`src/pkg/tmr_consts.svh`:
```
// Offsets, field positions, reset values and counts of the 16-bit timer
`ifndef TMR_CONSTS_SVH
`define TMR_CONSTS_SVH

// Byte register offsets
`define TMR_ADDR_CTRL_A   4'h0
`define TMR_ADDR_CTRL_B   4'h1
`define TMR_ADDR_CNT_L    4'h2
`define TMR_ADDR_CNT_H    4'h3
`define TMR_ADDR_CMPA_L   4'h4
`define TMR_ADDR_CMPA_H   4'h5
`define TMR_ADDR_CMPB_L   4'h6
`define TMR_ADDR_CMPB_H   4'h7
`define TMR_ADDR_CAP_L    4'h8
`define TMR_ADDR_CAP_H    4'h9
`define TMR_ADDR_IRQ_STAT 4'hA
`define TMR_ADDR_IRQ_CLR  4'hB
`define TMR_ADDR_IRQ_EN   4'hC

// Field positions
`define TMR_ACT_A_LSB     6
`define TMR_ACT_B_LSB     4
`define TMR_WGM_LO_LSB    0
`define TMR_EDGE_BIT      6
`define TMR_SRC_BIT       5
`define TMR_WGM_HI_LSB    3
`define TMR_CS_LSB        0
`define TMR_ST_OVF        0
`define TMR_ST_CMPA       1
`define TMR_ST_CMPB       2
`define TMR_ST_CAP        3

// Reset values
`define TMR_RST_SYNC      4'h0
`define TMR_RST_STATE     '0

// Counter limits
`define TMR_BOTTOM        16'h0000
`define TMR_TOP8          16'h00FF
`define TMR_TOP9          16'h01FF
`define TMR_TOP10         16'h03FF
`define TMR_MAX           16'hFFFF

// Prescaler masks: tick when the low divider bits are all ones
`define TMR_DIV_M1        10'h000
`define TMR_DIV_M8        10'h007
`define TMR_DIV_M64       10'h03F
`define TMR_DIV_M256      10'h0FF
`define TMR_DIV_M1024     10'h3FF

`endif

```
`src/pkg/tmr_pkg.sv`:
```
// Types of the 16-bit timer with capture and PWM
`default_nettype none
package tmr_pkg;

  typedef enum logic [3:0] {
    TMR_M_NORMAL = 4'h0,
    TMR_M_PC8    = 4'h1,
    TMR_M_PC9    = 4'h2,
    TMR_M_PC10   = 4'h3,
    TMR_M_CTC_A  = 4'h4,
    TMR_M_FAST8  = 4'h5,
    TMR_M_FAST9  = 4'h6,
    TMR_M_FAST10 = 4'h7,
    TMR_M_PFC_C  = 4'h8,
    TMR_M_PFC_A  = 4'h9,
    TMR_M_PC_C   = 4'hA,
    TMR_M_PC_A   = 4'hB,
    TMR_M_CTC_C  = 4'hC,
    TMR_M_RSVD   = 4'hD,
    TMR_M_FAST_C = 4'hE,
    TMR_M_FAST_A = 4'hF
  } tmr_mode_e;

  typedef enum logic [2:0] {
    TMR_CS_STOP    = 3'h0,
    TMR_CS_DIV1    = 3'h1,
    TMR_CS_DIV8    = 3'h2,
    TMR_CS_DIV64   = 3'h3,
    TMR_CS_DIV256  = 3'h4,
    TMR_CS_DIV1024 = 3'h5,
    TMR_CS_RSV6    = 3'h6,
    TMR_CS_RSV7    = 3'h7
  } tmr_clk_e;

  typedef struct packed {
    logic [3:0] addr;
    logic [7:0] wdata;
    logic       wr;
    logic       rd;
  } tmr_bus_s;

  typedef struct packed {
    logic [2:0] ff;
    logic       lvl;
  } tmr_sync_s;

  typedef struct packed {
    tmr_mode_e   mode;
    logic [1:0]  act_a;
    logic [1:0]  act_b;
    logic        edge_rise;
    logic        src_cmp;
    tmr_clk_e    clk_sel;
    logic [15:0] cnt;
    logic [15:0] cmpa_buf;
    logic [15:0] cmpa;
    logic [15:0] cmpb_buf;
    logic [15:0] cmpb;
    logic [15:0] cap;
    logic [7:0]  temp;
    logic [9:0]  div;
    logic        down;
    logic        lvl_prev;
    logic [3:0]  stat;
    logic [3:0]  en;
    logic        irq;
    logic        out_a;
    logic        out_b;
    logic        oe_a;
    logic        oe_b;
    logic [7:0]  rdata;
  } tmr_state_s;

endpackage : tmr_pkg
`default_nettype wire

```
`src/tmr_core.sv`:
```
// 16-bit timer with input capture, fast and phase-correct PWM
`timescale 1ns/1ps
`default_nettype none
`include "tmr_consts.svh"

module tmr_core (
  input  wire logic              clock,
  input  wire logic              nrst,
  input  wire tmr_pkg::tmr_bus_s bus,
  output logic [7:0]             rdata,
  input  wire logic              capture_pin,
  input  wire logic              comparator_output,
  input  wire logic              capture_ack,
  output logic                   irq,
  output logic                   wave_out_a,
  output logic                   wave_oe_a,
  output logic                   wave_out_b,
  output logic                   wave_oe_b
);

  tmr_pkg::tmr_state_s s_reg;
  tmr_pkg::tmr_state_s s_next;

  logic        pin_lvl;
  logic        cmp_lvl;
  logic        src_lvl;
  logic        cap_event;
  logic        is_fast;
  logic        is_pc;
  logic        is_pfc;
  logic        buffered;
  logic        cap_top;
  logic        tog_a_ok;
  logic [15:0] top_val;
  logic [15:0] fix_mask;
  logic [9:0]  div_mask;
  logic        tick;
  logic        at_top;
  logic        at_bot;
  logic        match_a;
  logic        match_b;
  logic        buf_load;
  logic [3:0]  flag_set;
  logic [3:0]  flag_clr;
  logic [15:0] wr_word;

  ////////////////////////////////////////////////////////////////////////////
  // Event inputs

  tmr_sync u_sync_pin (
    .clock (clock),
    .nrst  (nrst),
    .raw   (capture_pin),
    .lvl   (pin_lvl)
  );

  tmr_sync u_sync_cmp (
    .clock (clock),
    .nrst  (nrst),
    .raw   (comparator_output),
    .lvl   (cmp_lvl)
  );

  assign src_lvl = s_reg.src_cmp ? cmp_lvl : pin_lvl;
  // Capture is off while the capture register serves as top
  assign cap_event = (src_lvl != s_reg.lvl_prev)
                   && (src_lvl == s_reg.edge_rise) && !cap_top;

  ////////////////////////////////////////////////////////////////////////////
  // Mode decode

  always_comb
  begin
    is_fast  = 1'b0;
    is_pc    = 1'b0;
    is_pfc   = 1'b0;
    cap_top  = 1'b0;
    tog_a_ok = 1'b1;
    top_val  = `TMR_MAX;
    fix_mask = `TMR_MAX;
    case (s_reg.mode)
      tmr_pkg::TMR_M_PC8:
      begin
        is_pc    = 1'b1;
        top_val  = `TMR_TOP8;
        fix_mask = `TMR_TOP8;
      end
      tmr_pkg::TMR_M_PC9:
      begin
        is_pc    = 1'b1;
        top_val  = `TMR_TOP9;
        fix_mask = `TMR_TOP9;
      end
      tmr_pkg::TMR_M_PC10:
      begin
        is_pc    = 1'b1;
        top_val  = `TMR_TOP10;
        fix_mask = `TMR_TOP10;
      end
      tmr_pkg::TMR_M_CTC_A:
        top_val = s_reg.cmpa;
      tmr_pkg::TMR_M_FAST8:
      begin
        is_fast  = 1'b1;
        top_val  = `TMR_TOP8;
        fix_mask = `TMR_TOP8;
      end
      tmr_pkg::TMR_M_FAST9:
      begin
        is_fast  = 1'b1;
        top_val  = `TMR_TOP9;
        fix_mask = `TMR_TOP9;
      end
      tmr_pkg::TMR_M_FAST10:
      begin
        is_fast  = 1'b1;
        top_val  = `TMR_TOP10;
        fix_mask = `TMR_TOP10;
      end
      tmr_pkg::TMR_M_PFC_C:
      begin
        is_pc   = 1'b1;
        is_pfc  = 1'b1;
        cap_top = 1'b1;
        top_val = s_reg.cap;
      end
      tmr_pkg::TMR_M_PFC_A:
      begin
        is_pc   = 1'b1;
        is_pfc  = 1'b1;
        top_val = s_reg.cmpa;
      end
      tmr_pkg::TMR_M_PC_C:
      begin
        is_pc   = 1'b1;
        cap_top = 1'b1;
        top_val = s_reg.cap;
      end
      tmr_pkg::TMR_M_PC_A:
      begin
        is_pc   = 1'b1;
        top_val = s_reg.cmpa;
      end
      tmr_pkg::TMR_M_CTC_C:
      begin
        cap_top = 1'b1;
        top_val = s_reg.cap;
      end
      // Register tops run any width from 2 to 16 bits
      tmr_pkg::TMR_M_FAST_C:
      begin
        is_fast = 1'b1;
        cap_top = 1'b1;
        top_val = s_reg.cap;
      end
      tmr_pkg::TMR_M_FAST_A:
      begin
        is_fast = 1'b1;
        top_val = s_reg.cmpa;
      end
      default:
        top_val = `TMR_MAX;
    endcase
    if (is_fast)
      tog_a_ok = (s_reg.mode == tmr_pkg::TMR_M_FAST_C)
              || (s_reg.mode == tmr_pkg::TMR_M_FAST_A);
    else if (is_pc)
      tog_a_ok = (s_reg.mode == tmr_pkg::TMR_M_PFC_A)
              || (s_reg.mode == tmr_pkg::TMR_M_PC_A);
  end

  assign buffered = is_fast || is_pc;

  ////////////////////////////////////////////////////////////////////////////
  // Prescaler and compare

  always_comb
  begin
    case (s_reg.clk_sel)
      tmr_pkg::TMR_CS_DIV1:    div_mask = `TMR_DIV_M1;
      tmr_pkg::TMR_CS_DIV8:    div_mask = `TMR_DIV_M8;
      tmr_pkg::TMR_CS_DIV64:   div_mask = `TMR_DIV_M64;
      tmr_pkg::TMR_CS_DIV256:  div_mask = `TMR_DIV_M256;
      default:                 div_mask = `TMR_DIV_M1024;
    endcase
  end

  assign tick = (s_reg.clk_sel != tmr_pkg::TMR_CS_STOP)
             && (s_reg.clk_sel < tmr_pkg::TMR_CS_RSV6)
             && ((s_reg.div & div_mask) == div_mask);
  // Equality match: a top written below the count is passed by, so the
  // counter wraps through the maximum before it meets top again
  assign at_top  = (s_reg.cnt == top_val);
  assign at_bot  = (s_reg.cnt == `TMR_BOTTOM);
  assign match_a = (s_reg.cnt == s_reg.cmpa);
  assign match_b = (s_reg.cnt == s_reg.cmpb);
  // A compare above top never matches; software keeps top high enough
  assign buf_load = tick && (is_pfc ? at_bot : at_top);
  assign wr_word  = {s_reg.temp, bus.wdata};

  ////////////////////////////////////////////////////////////////////////////
  // Waveform step for one channel

  function automatic logic wave_step(
    input logic       out,
    input logic [1:0] act,
    input logic       hit,
    input logic       eq_top,
    input logic       tog_ok
  );
    wave_step = out;
    if (act == 2'b01)
    begin
      if (hit && tog_ok)
        wave_step = ~out;
    end
    else if (act[1] && is_fast)
    begin
      if (at_top)
        wave_step = ~act[0];
      else if (hit && !eq_top)
        wave_step = act[0];
    end
    else if (act[1] && is_pc)
    begin
      if (hit)
        wave_step = s_reg.down ? ~act[0] : act[0];
    end
    else if (act[1])
    begin
      if (hit)
        wave_step = act[0];
    end
  endfunction : wave_step

  ////////////////////////////////////////////////////////////////////////////
  // Next state

  always_comb
  begin
    s_next          = s_reg;
    s_next.rdata    = 8'h00;
    s_next.div      = s_reg.div + 10'h001;
    s_next.lvl_prev = src_lvl;
    flag_set        = 4'h0;
    flag_clr        = 4'h0;

    if (cap_event)
    begin
      s_next.cap                = s_reg.cnt;
      flag_set[`TMR_ST_CAP]     = 1'b1;
    end

    if (tick)
    begin
      s_next.out_a = wave_step(s_reg.out_a, s_reg.act_a, match_a,
                               s_reg.cmpa == top_val, tog_a_ok);
      s_next.out_b = wave_step(s_reg.out_b, s_reg.act_b, match_b,
                               s_reg.cmpb == top_val, !buffered);
      flag_set[`TMR_ST_CMPA] = match_a;
      flag_set[`TMR_ST_CMPB] = match_b;
      if (cap_top && at_top)
        flag_set[`TMR_ST_CAP] = 1'b1;
      if (is_fast)
        flag_set[`TMR_ST_OVF] = at_top;
      else if (is_pc)
        flag_set[`TMR_ST_OVF] = at_bot;
      else
        flag_set[`TMR_ST_OVF] = (s_reg.cnt == `TMR_MAX);
      if (is_pc)
      begin
        if (!s_reg.down && at_top)
        begin
          s_next.down = 1'b1;
          s_next.cnt  = s_reg.cnt - 16'h0001;
        end
        else if (s_reg.down && at_bot)
        begin
          s_next.down = 1'b0;
          s_next.cnt  = s_reg.cnt + 16'h0001;
        end
        else if (s_reg.down)
          s_next.cnt = s_reg.cnt - 16'h0001;
        else
          s_next.cnt = s_reg.cnt + 16'h0001;
      end
      else if (at_top)
        s_next.cnt = `TMR_BOTTOM;
      else
        s_next.cnt = s_reg.cnt + 16'h0001;
    end
    if (buf_load)
    begin
      s_next.cmpa = s_reg.cmpa_buf;
      s_next.cmpb = s_reg.cmpb_buf;
    end

    if (bus.wr)
    begin
      if (bus.addr == `TMR_ADDR_CTRL_A)
      begin
        s_next.act_a     = bus.wdata[`TMR_ACT_A_LSB +: 2];
        s_next.act_b     = bus.wdata[`TMR_ACT_B_LSB +: 2];
        s_next.mode      = tmr_pkg::tmr_mode_e'(
          {s_reg.mode[3:2], bus.wdata[`TMR_WGM_LO_LSB +: 2]});
      end
      else if (bus.addr == `TMR_ADDR_CTRL_B)
      begin
        s_next.edge_rise = bus.wdata[`TMR_EDGE_BIT];
        s_next.src_cmp   = bus.wdata[`TMR_SRC_BIT];
        s_next.mode      = tmr_pkg::tmr_mode_e'(
          {bus.wdata[`TMR_WGM_HI_LSB +: 2], s_reg.mode[1:0]});
        s_next.clk_sel   = tmr_pkg::tmr_clk_e'(bus.wdata[`TMR_CS_LSB +: 3]);
      end
      else if (bus.addr == `TMR_ADDR_CNT_L)
        s_next.cnt = wr_word;
      else if (bus.addr == `TMR_ADDR_CMPA_L)
      begin
        s_next.cmpa_buf = wr_word & fix_mask;
        if (!buffered)
          s_next.cmpa = wr_word & fix_mask;
      end
      else if (bus.addr == `TMR_ADDR_CMPB_L)
      begin
        s_next.cmpb_buf = wr_word & fix_mask;
        if (!buffered)
          s_next.cmpb = wr_word & fix_mask;
      end
      else if (bus.addr == `TMR_ADDR_CAP_L)
      begin
        if (cap_top)
          s_next.cap = wr_word;
      end
      else if (bus.addr == `TMR_ADDR_IRQ_CLR)
        flag_clr = bus.wdata[3:0];
      else if (bus.addr == `TMR_ADDR_IRQ_EN)
        s_next.en = bus.wdata[3:0];
      else if (bus.addr == `TMR_ADDR_CNT_H || bus.addr == `TMR_ADDR_CMPA_H
            || bus.addr == `TMR_ADDR_CMPB_H || bus.addr == `TMR_ADDR_CAP_H)
        s_next.temp = bus.wdata;
    end

    if (bus.rd)
    begin
      if (bus.addr == `TMR_ADDR_CTRL_A)
        s_next.rdata = {s_reg.act_a, s_reg.act_b, 2'h0, s_reg.mode[1:0]};
      else if (bus.addr == `TMR_ADDR_CTRL_B)
        s_next.rdata = {1'b0, s_reg.edge_rise, s_reg.src_cmp,
                        s_reg.mode[3:2], s_reg.clk_sel};
      else if (bus.addr == `TMR_ADDR_CNT_L)
      begin
        s_next.rdata = s_reg.cnt[7:0];
        s_next.temp  = s_reg.cnt[15:8];
      end
      else if (bus.addr == `TMR_ADDR_CAP_L)
      begin
        s_next.rdata = s_reg.cap[7:0];
        s_next.temp  = s_reg.cap[15:8];
      end
      else if (bus.addr == `TMR_ADDR_CNT_H || bus.addr == `TMR_ADDR_CAP_H)
        s_next.rdata = s_reg.temp;
      else if (bus.addr == `TMR_ADDR_CMPA_L)
        s_next.rdata = s_reg.cmpa_buf[7:0];
      else if (bus.addr == `TMR_ADDR_CMPA_H)
        s_next.rdata = s_reg.cmpa_buf[15:8];
      else if (bus.addr == `TMR_ADDR_CMPB_L)
        s_next.rdata = s_reg.cmpb_buf[7:0];
      else if (bus.addr == `TMR_ADDR_CMPB_H)
        s_next.rdata = s_reg.cmpb_buf[15:8];
      else if (bus.addr == `TMR_ADDR_IRQ_STAT)
        s_next.rdata = {4'h0, s_reg.stat};
      else if (bus.addr == `TMR_ADDR_IRQ_EN)
        s_next.rdata = {4'h0, s_reg.en};
    end

    if (capture_ack)
      flag_clr[`TMR_ST_CAP] = 1'b1;
    // A set in the clearing cycle survives
    s_next.stat = (s_reg.stat & ~flag_clr) | flag_set;
    s_next.irq  = |(s_next.stat & s_next.en);
    s_next.oe_a = (s_reg.act_a != 2'b00)
               && !(s_reg.act_a == 2'b01 && !tog_a_ok);
    s_next.oe_b = (s_reg.act_b != 2'b00)
               && !(s_reg.act_b == 2'b01 && buffered);
  end

  always_ff @(posedge clock)
  begin
    if (!nrst)
      s_reg <= `TMR_RST_STATE;
    else
      s_reg <= s_next;
  end

  assign rdata      = s_reg.rdata;
  assign irq        = s_reg.irq;
  assign wave_out_a = s_reg.out_a;
  assign wave_oe_a  = s_reg.oe_a;
  assign wave_out_b = s_reg.out_b;
  assign wave_oe_b  = s_reg.oe_b;
endmodule : tmr_core
`default_nettype wire

```
`src/tmr_sync.sv`:
```
// Three-flop input synchroniser with agreement filter
`timescale 1ns/1ps
`default_nettype none
`include "tmr_consts.svh"

module tmr_sync (
  input  wire logic clock,
  input  wire logic nrst,
  input  wire logic raw,
  output logic      lvl
);

  tmr_pkg::tmr_sync_s s_reg;
  tmr_pkg::tmr_sync_s s_next;

  // First flop feeds only the second; the level moves once 2 and 3 agree
  always_comb
  begin
    s_next    = s_reg;
    s_next.ff = {s_reg.ff[1:0], raw};
    if (s_reg.ff[1] == s_reg.ff[2])
      s_next.lvl = s_reg.ff[2];
  end

  always_ff @(posedge clock)
  begin
    if (!nrst)
      s_reg <= `TMR_RST_SYNC;
    else
      s_reg <= s_next;
  end

  assign lvl = s_reg.lvl;

endmodule : tmr_sync
`default_nettype wire

```
`config.mk`:
```
export PLATFORM = sky130hd
export DESIGN_NAME = tmr_core
export DESIGN_NICKNAME = d
export VERILOG_FILES = /design/src/pkg/tmr_pkg.sv /design/src/tmr_core.sv /design/src/tmr_sync.sv
export VERILOG_INCLUDE_DIRS = /design/src /design/src/pkg
export SDC_FILE = /design/constraint.sdc
export NUM_CORES = 1
export LEC_CHECK = 0
export BUFFER_PORTS_ARGS = -buffer_cell sky130_fd_sc_hd__buf_2
export CAP_MARGIN = 0
export CORE_ASPECT_RATIO = 0.8
export CORE_UTILIZATION = 50
export CTS_CLUSTER_DIAMETER = 60
export DETAILED_ROUTE_END_ITERATION = 10
export GPL_TIMING_DRIVEN = 0
export PLACE_DENSITY = 0.69
export SLEW_MARGIN = 0
export SYNTH_ARGS = -nofsm -noshare
export SYNTH_HDL_FRONTEND = slang
export SYNTH_HIERARCHICAL = 1
export SYNTH_SLANG_ARGS = --single-unit
```
`constraint.sdc`:
```
create_clock -name clock -period 3 [get_ports clock]
set_input_delay 0.3 -clock clock [delete_from_list [all_inputs] [get_ports clock]]
set_output_delay 0.3 -clock clock [all_outputs]
set_load 0.005 [all_outputs]
```
==> out/results.txt <==
run status = finished with violations
failing checks = setup timing
# clock sinks = 158
Crit-path slowest cell = or4_4
hold crit path type = primary input to register
CTS Hold Bufs = 0
CTS tree = yes
Critical Path RT = 3.37 ns
Sw Pwr = 1.78 mW
Cell Area, Synth = 10200 sq um
Finish-stage setup viols = 54
hold depth = 2
most area-hungry cell type in the Yosys netlist = dfxtp_1
Rel. slew slack = 0.133
sw frac = 0.335
max FFs per register = 137
Storage cell area = 3180 sq um
share of layout cells above drive strength 1 = 0.150
DR pass1 iterations = 7
H-tree depth = 4
Clock Skews = 0.0133 ns
WP data arrival = 3.89 ns
R2R Path Start = s_reg[136]$_SDFF_PN0_
Initial DRC Count = 2017
Antenna Cells = 0
cell-internal power = 3.54 mW
Yosys reg bits = 158
sequential fraction of the synthesis area = 0.310
Peak Freq = 284 MHz
Die Width = 162 um
Area Growth Syn to Fin = 17.5%
Final ANT Viol Nets = 0
Die Footprint = 21000 sq um
Starting Density = 0.512
Slew Limit Fails = 0
final period utilization = 1.17
Pwr per Cell Area = 444 nW/um^2
met1 usage = 0.561
layout net count = 1415
GR peak layer = met2
worst-path cell chain = clkinvlp_4 > nand3_2 > o2111ai_1 > or4_4 > or4_4 > nor3_4 > buf_6 > buf_4 > mux2i_1 > a21boi_1 > or4_1 > a31oi_1
Final Hold Violating Endpoints = 0
Critical Path Fanout Max = 8
share of the synthesized area in the top cell type = 0.310
global placer's final weighted congestion = 1.03
DRC Markers = 0
Slew @ Worst Pin = 1.29 ns
RSZ-0062 raised after global routing = yes
Distinct cells, synth = 80
final worst path period need = 3.52 ns
EDFF count, synth = 0
initial antenna violation count = 1
Ys Warns = 6
clock-pin slew on the worst setup and hold paths = 0.08 ns
pre-CTS setup slack = -1.46 ns
Clock Tree Root = clkbuf_16
cell mode on critical path = or4_4
syn_area_per_cell = 7.67 sq um
drt total wl = 44.3 mm
total CTS buffers = 17
Total Neg Setup Slack = -22.15 ns
Skew-Pair Late Insertion Delay = 0.46 ns
DP Wirelength = 31.7 mm
largest net degree at the start of global routing = 20
Worst path max stage delay = 0.55 ns
R2R depth = 12
end of the worst hold path = u_sync_cmp/s_next[2]$_SDFF_PN0_
Fill cells = 1827
Comb pwr share = 0.150
routed vias/inst = 6.81
startpoint types = register
worst r2r dst = s_reg[124]$_SDFF_PN0_
Post-synth top flop = dfxtp_1
first-pass GRT wire length = 64.0 mm
Synth area leaders = dfxtp_1 (31%), mux2i_1 (7.6%), nor2_1 (5.8%), a21oi_1 (5.1%), xnor2_1 (4.9%)
M2 GR Usage = 0.569
core footprint = 19900 sq um
Setup crit end kind = register
Total GRT Usage = 0.418
post-synthesis instance total = 1329
Clk network pwr share = 0.432
ys async rst share = 0
Clock Tree Buf Depth = 2
sequential share of power = 0.418
number of core rows = 46
Leakage Power = 4.48 nW
critical path type = register to register
grt ovf = 0
Max-Cap Viols = 0
Buffers on Ports = 25
worst setup margin = -0.523 ns
Multi-input gate area = 6740 sq um
drt wl/cell = 26.5 um
vias = 11400
Top Ports = 32
number of global-route vias before repair = 10200
die height = 130 um
met3 usage = 0.174
Syn Nets = 1351
Reg2Reg Setup Slack = -0.52 ns
hold path start = comparator_output
peak supply drop = 0.000356 V
placed cells by master (no fill, tap or decap), types with 6 or more instances in the layout:
| cell | instances |
|---|---|
| o21ai_1 | 10 |
| o21ai_0 | 91 |
| o22ai_1 | 28 |
| clkbuf_1 | 71 |
| dfxtp_1 | 150 |
| clkbuf_16 | 19 |
| nor4_1 | 12 |
| nand2_1 | 95 |
| nor3_1 | 26 |
| buf_6 | 11 |
| a211oi_1 | 31 |
| and3_1 | 9 |
| mux2i_1 | 75 |
| o2111ai_1 | 6 |
| a221oi_1 | 6 |
| nor2b_1 | 13 |
| inv_1 | 22 |
| buf_4 | 28 |
| a22oi_1 | 39 |
| a31oi_1 | 8 |
| nor2_1 | 154 |
| mux2_4 | 7 |
| xor2_1 | 19 |
| buf_2 | 33 |
| a21oi_2 | 8 |
| nand2b_1 | 19 |
| dfxtp_2 | 7 |
| and2_1 | 13 |
| nand3_1 | 37 |
| a21boi_0 | 7 |
| buf_1 | 9 |
| nand4_1 | 11 |
| clkinv_8 | 6 |
| clkbuf_2 | 6 |
| a21oi_1 | 96 |
| xnor2_1 | 57 |
layer usage:
layer | up-vias | wire length [um]
met2 | 958 | 16900
li1 | 4970 | -
met4 | 2 | 2450
met5 | - | 15
met1 | 5227 | 17500
met3 | 209 | 7440
final cells by class:
cell class | count | area share
clock buffers | 17 | 0.0355
inverters | 26 | 0.00867
multi-input cells | 1021 | 0.562
clock inverters | 15 | 0.0160
flip-flops and latches | 158 | 0.265
repair buffers | 55 | 0.0361
well taps | 264 | 0.0276
plain buffers | 114 | 0.0485
stage by stage:
stage | hold slack (ns) | utilization | std cells | power, mW | area, sq um
4_1_cts | 0.0462 | 0.588 | 1661 | 5.25 | 11700
3_3_place_gp | 0.408 | 0.536 | 1618 | 2.96 | 10700
6_report | 0.0513 | 0.601 | 1670 | 5.32 | 12000
3_5_place_dp | 0.431 | 0.537 | 1619 | 2.97 | 10700
2_1_floorplan | 0.406 | - | 1329 | 2.69 | 10200
5_1_grt | 0.0512 | 0.601 | 1670 | 5.41 | 12000
power by group through the flow:
| stage | Clock, mW | Sequential [mW] | Combinational, mW |
|---|---|---|---|
| 2_1_floorplan | 0 | 2.22 | 0.469 |
| 3_3_place_gp | 0 | 2.25 | 0.707 |
| 3_5_place_dp | 0 | 2.25 | 0.716 |
| 4_1_cts | 2.29 | 2.21 | 0.742 |
| 5_1_grt | 2.36 | 2.22 | 0.831 |
| 6_report | 2.30 | 2.22 | 0.800 |
worst max path at each step:
stage,startpoint,end,slack (ns),depth (start not counted)
after floorplan,s_reg[147]$_SDFFE_PN0P_,s_reg[124]$_SDFF_PN0_,-0.06,13
after global placement,s_reg[149]$_SDFFE_PN0P_,wave_out_b$_SDFFE_PN0P_,-1.53,13
after detailed placement,s_reg[149]$_SDFFE_PN0P_,wave_out_b$_SDFFE_PN0P_,-1.46,13
after CTS,s_reg[147]$_SDFFE_PN0P_,s_reg[99]$_SDFF_PN0_,-0.44,13
after global routing,s_reg[136]$_SDFF_PN0_,s_reg[127]$_SDFF_PN0_,-0.58,14
final,s_reg[136]$_SDFF_PN0_,s_reg[124]$_SDFF_PN0_,-0.52,12
cell usage after synthesis, drive strengths merged, types with 19 or more instances:
master	count
a211oi	33
a21oi	104
a22oi	39
buf	36
clkbuf	88
dfxtp	158
inv	26
mux2i	77
nand2	98
nand2b	21
nand3	39
nor2	158
nor3	30
o21ai	102
o22ai	28
xnor2	57
xor2	19
critical path: cells and delay by family (launching register included):
family / cells / cell delay, ns
mux: 1 / 0.06
simple gates: 5 / 1.84
buf+inv: 3 / 0.54
flops: 1 / 0.54
compound gates: 3 / 0.46
what timing repair did:
action                     4_1_cts  5_1_grt
setup endpoints to repair       57       54
pin swaps                       30       30
resized for setup               85       48
cloned                           2        2
buffers inserted                15       10
cell families after synthesis:
logic type                 count (synthesis)  share of synthesized area
DFF                                      158                      0.310
and+or+nand+nor                          438                      0.202
muxes                                     90                     0.0944
adders and majority gates                  3                    0.00368
buffers and inverters                    150                     0.0619
AOI/OAI and AO/OA                        414                      0.262
xor gates and xnor gates                  76                     0.0653
No activity file was read; power rests on OpenSTA's default activity.
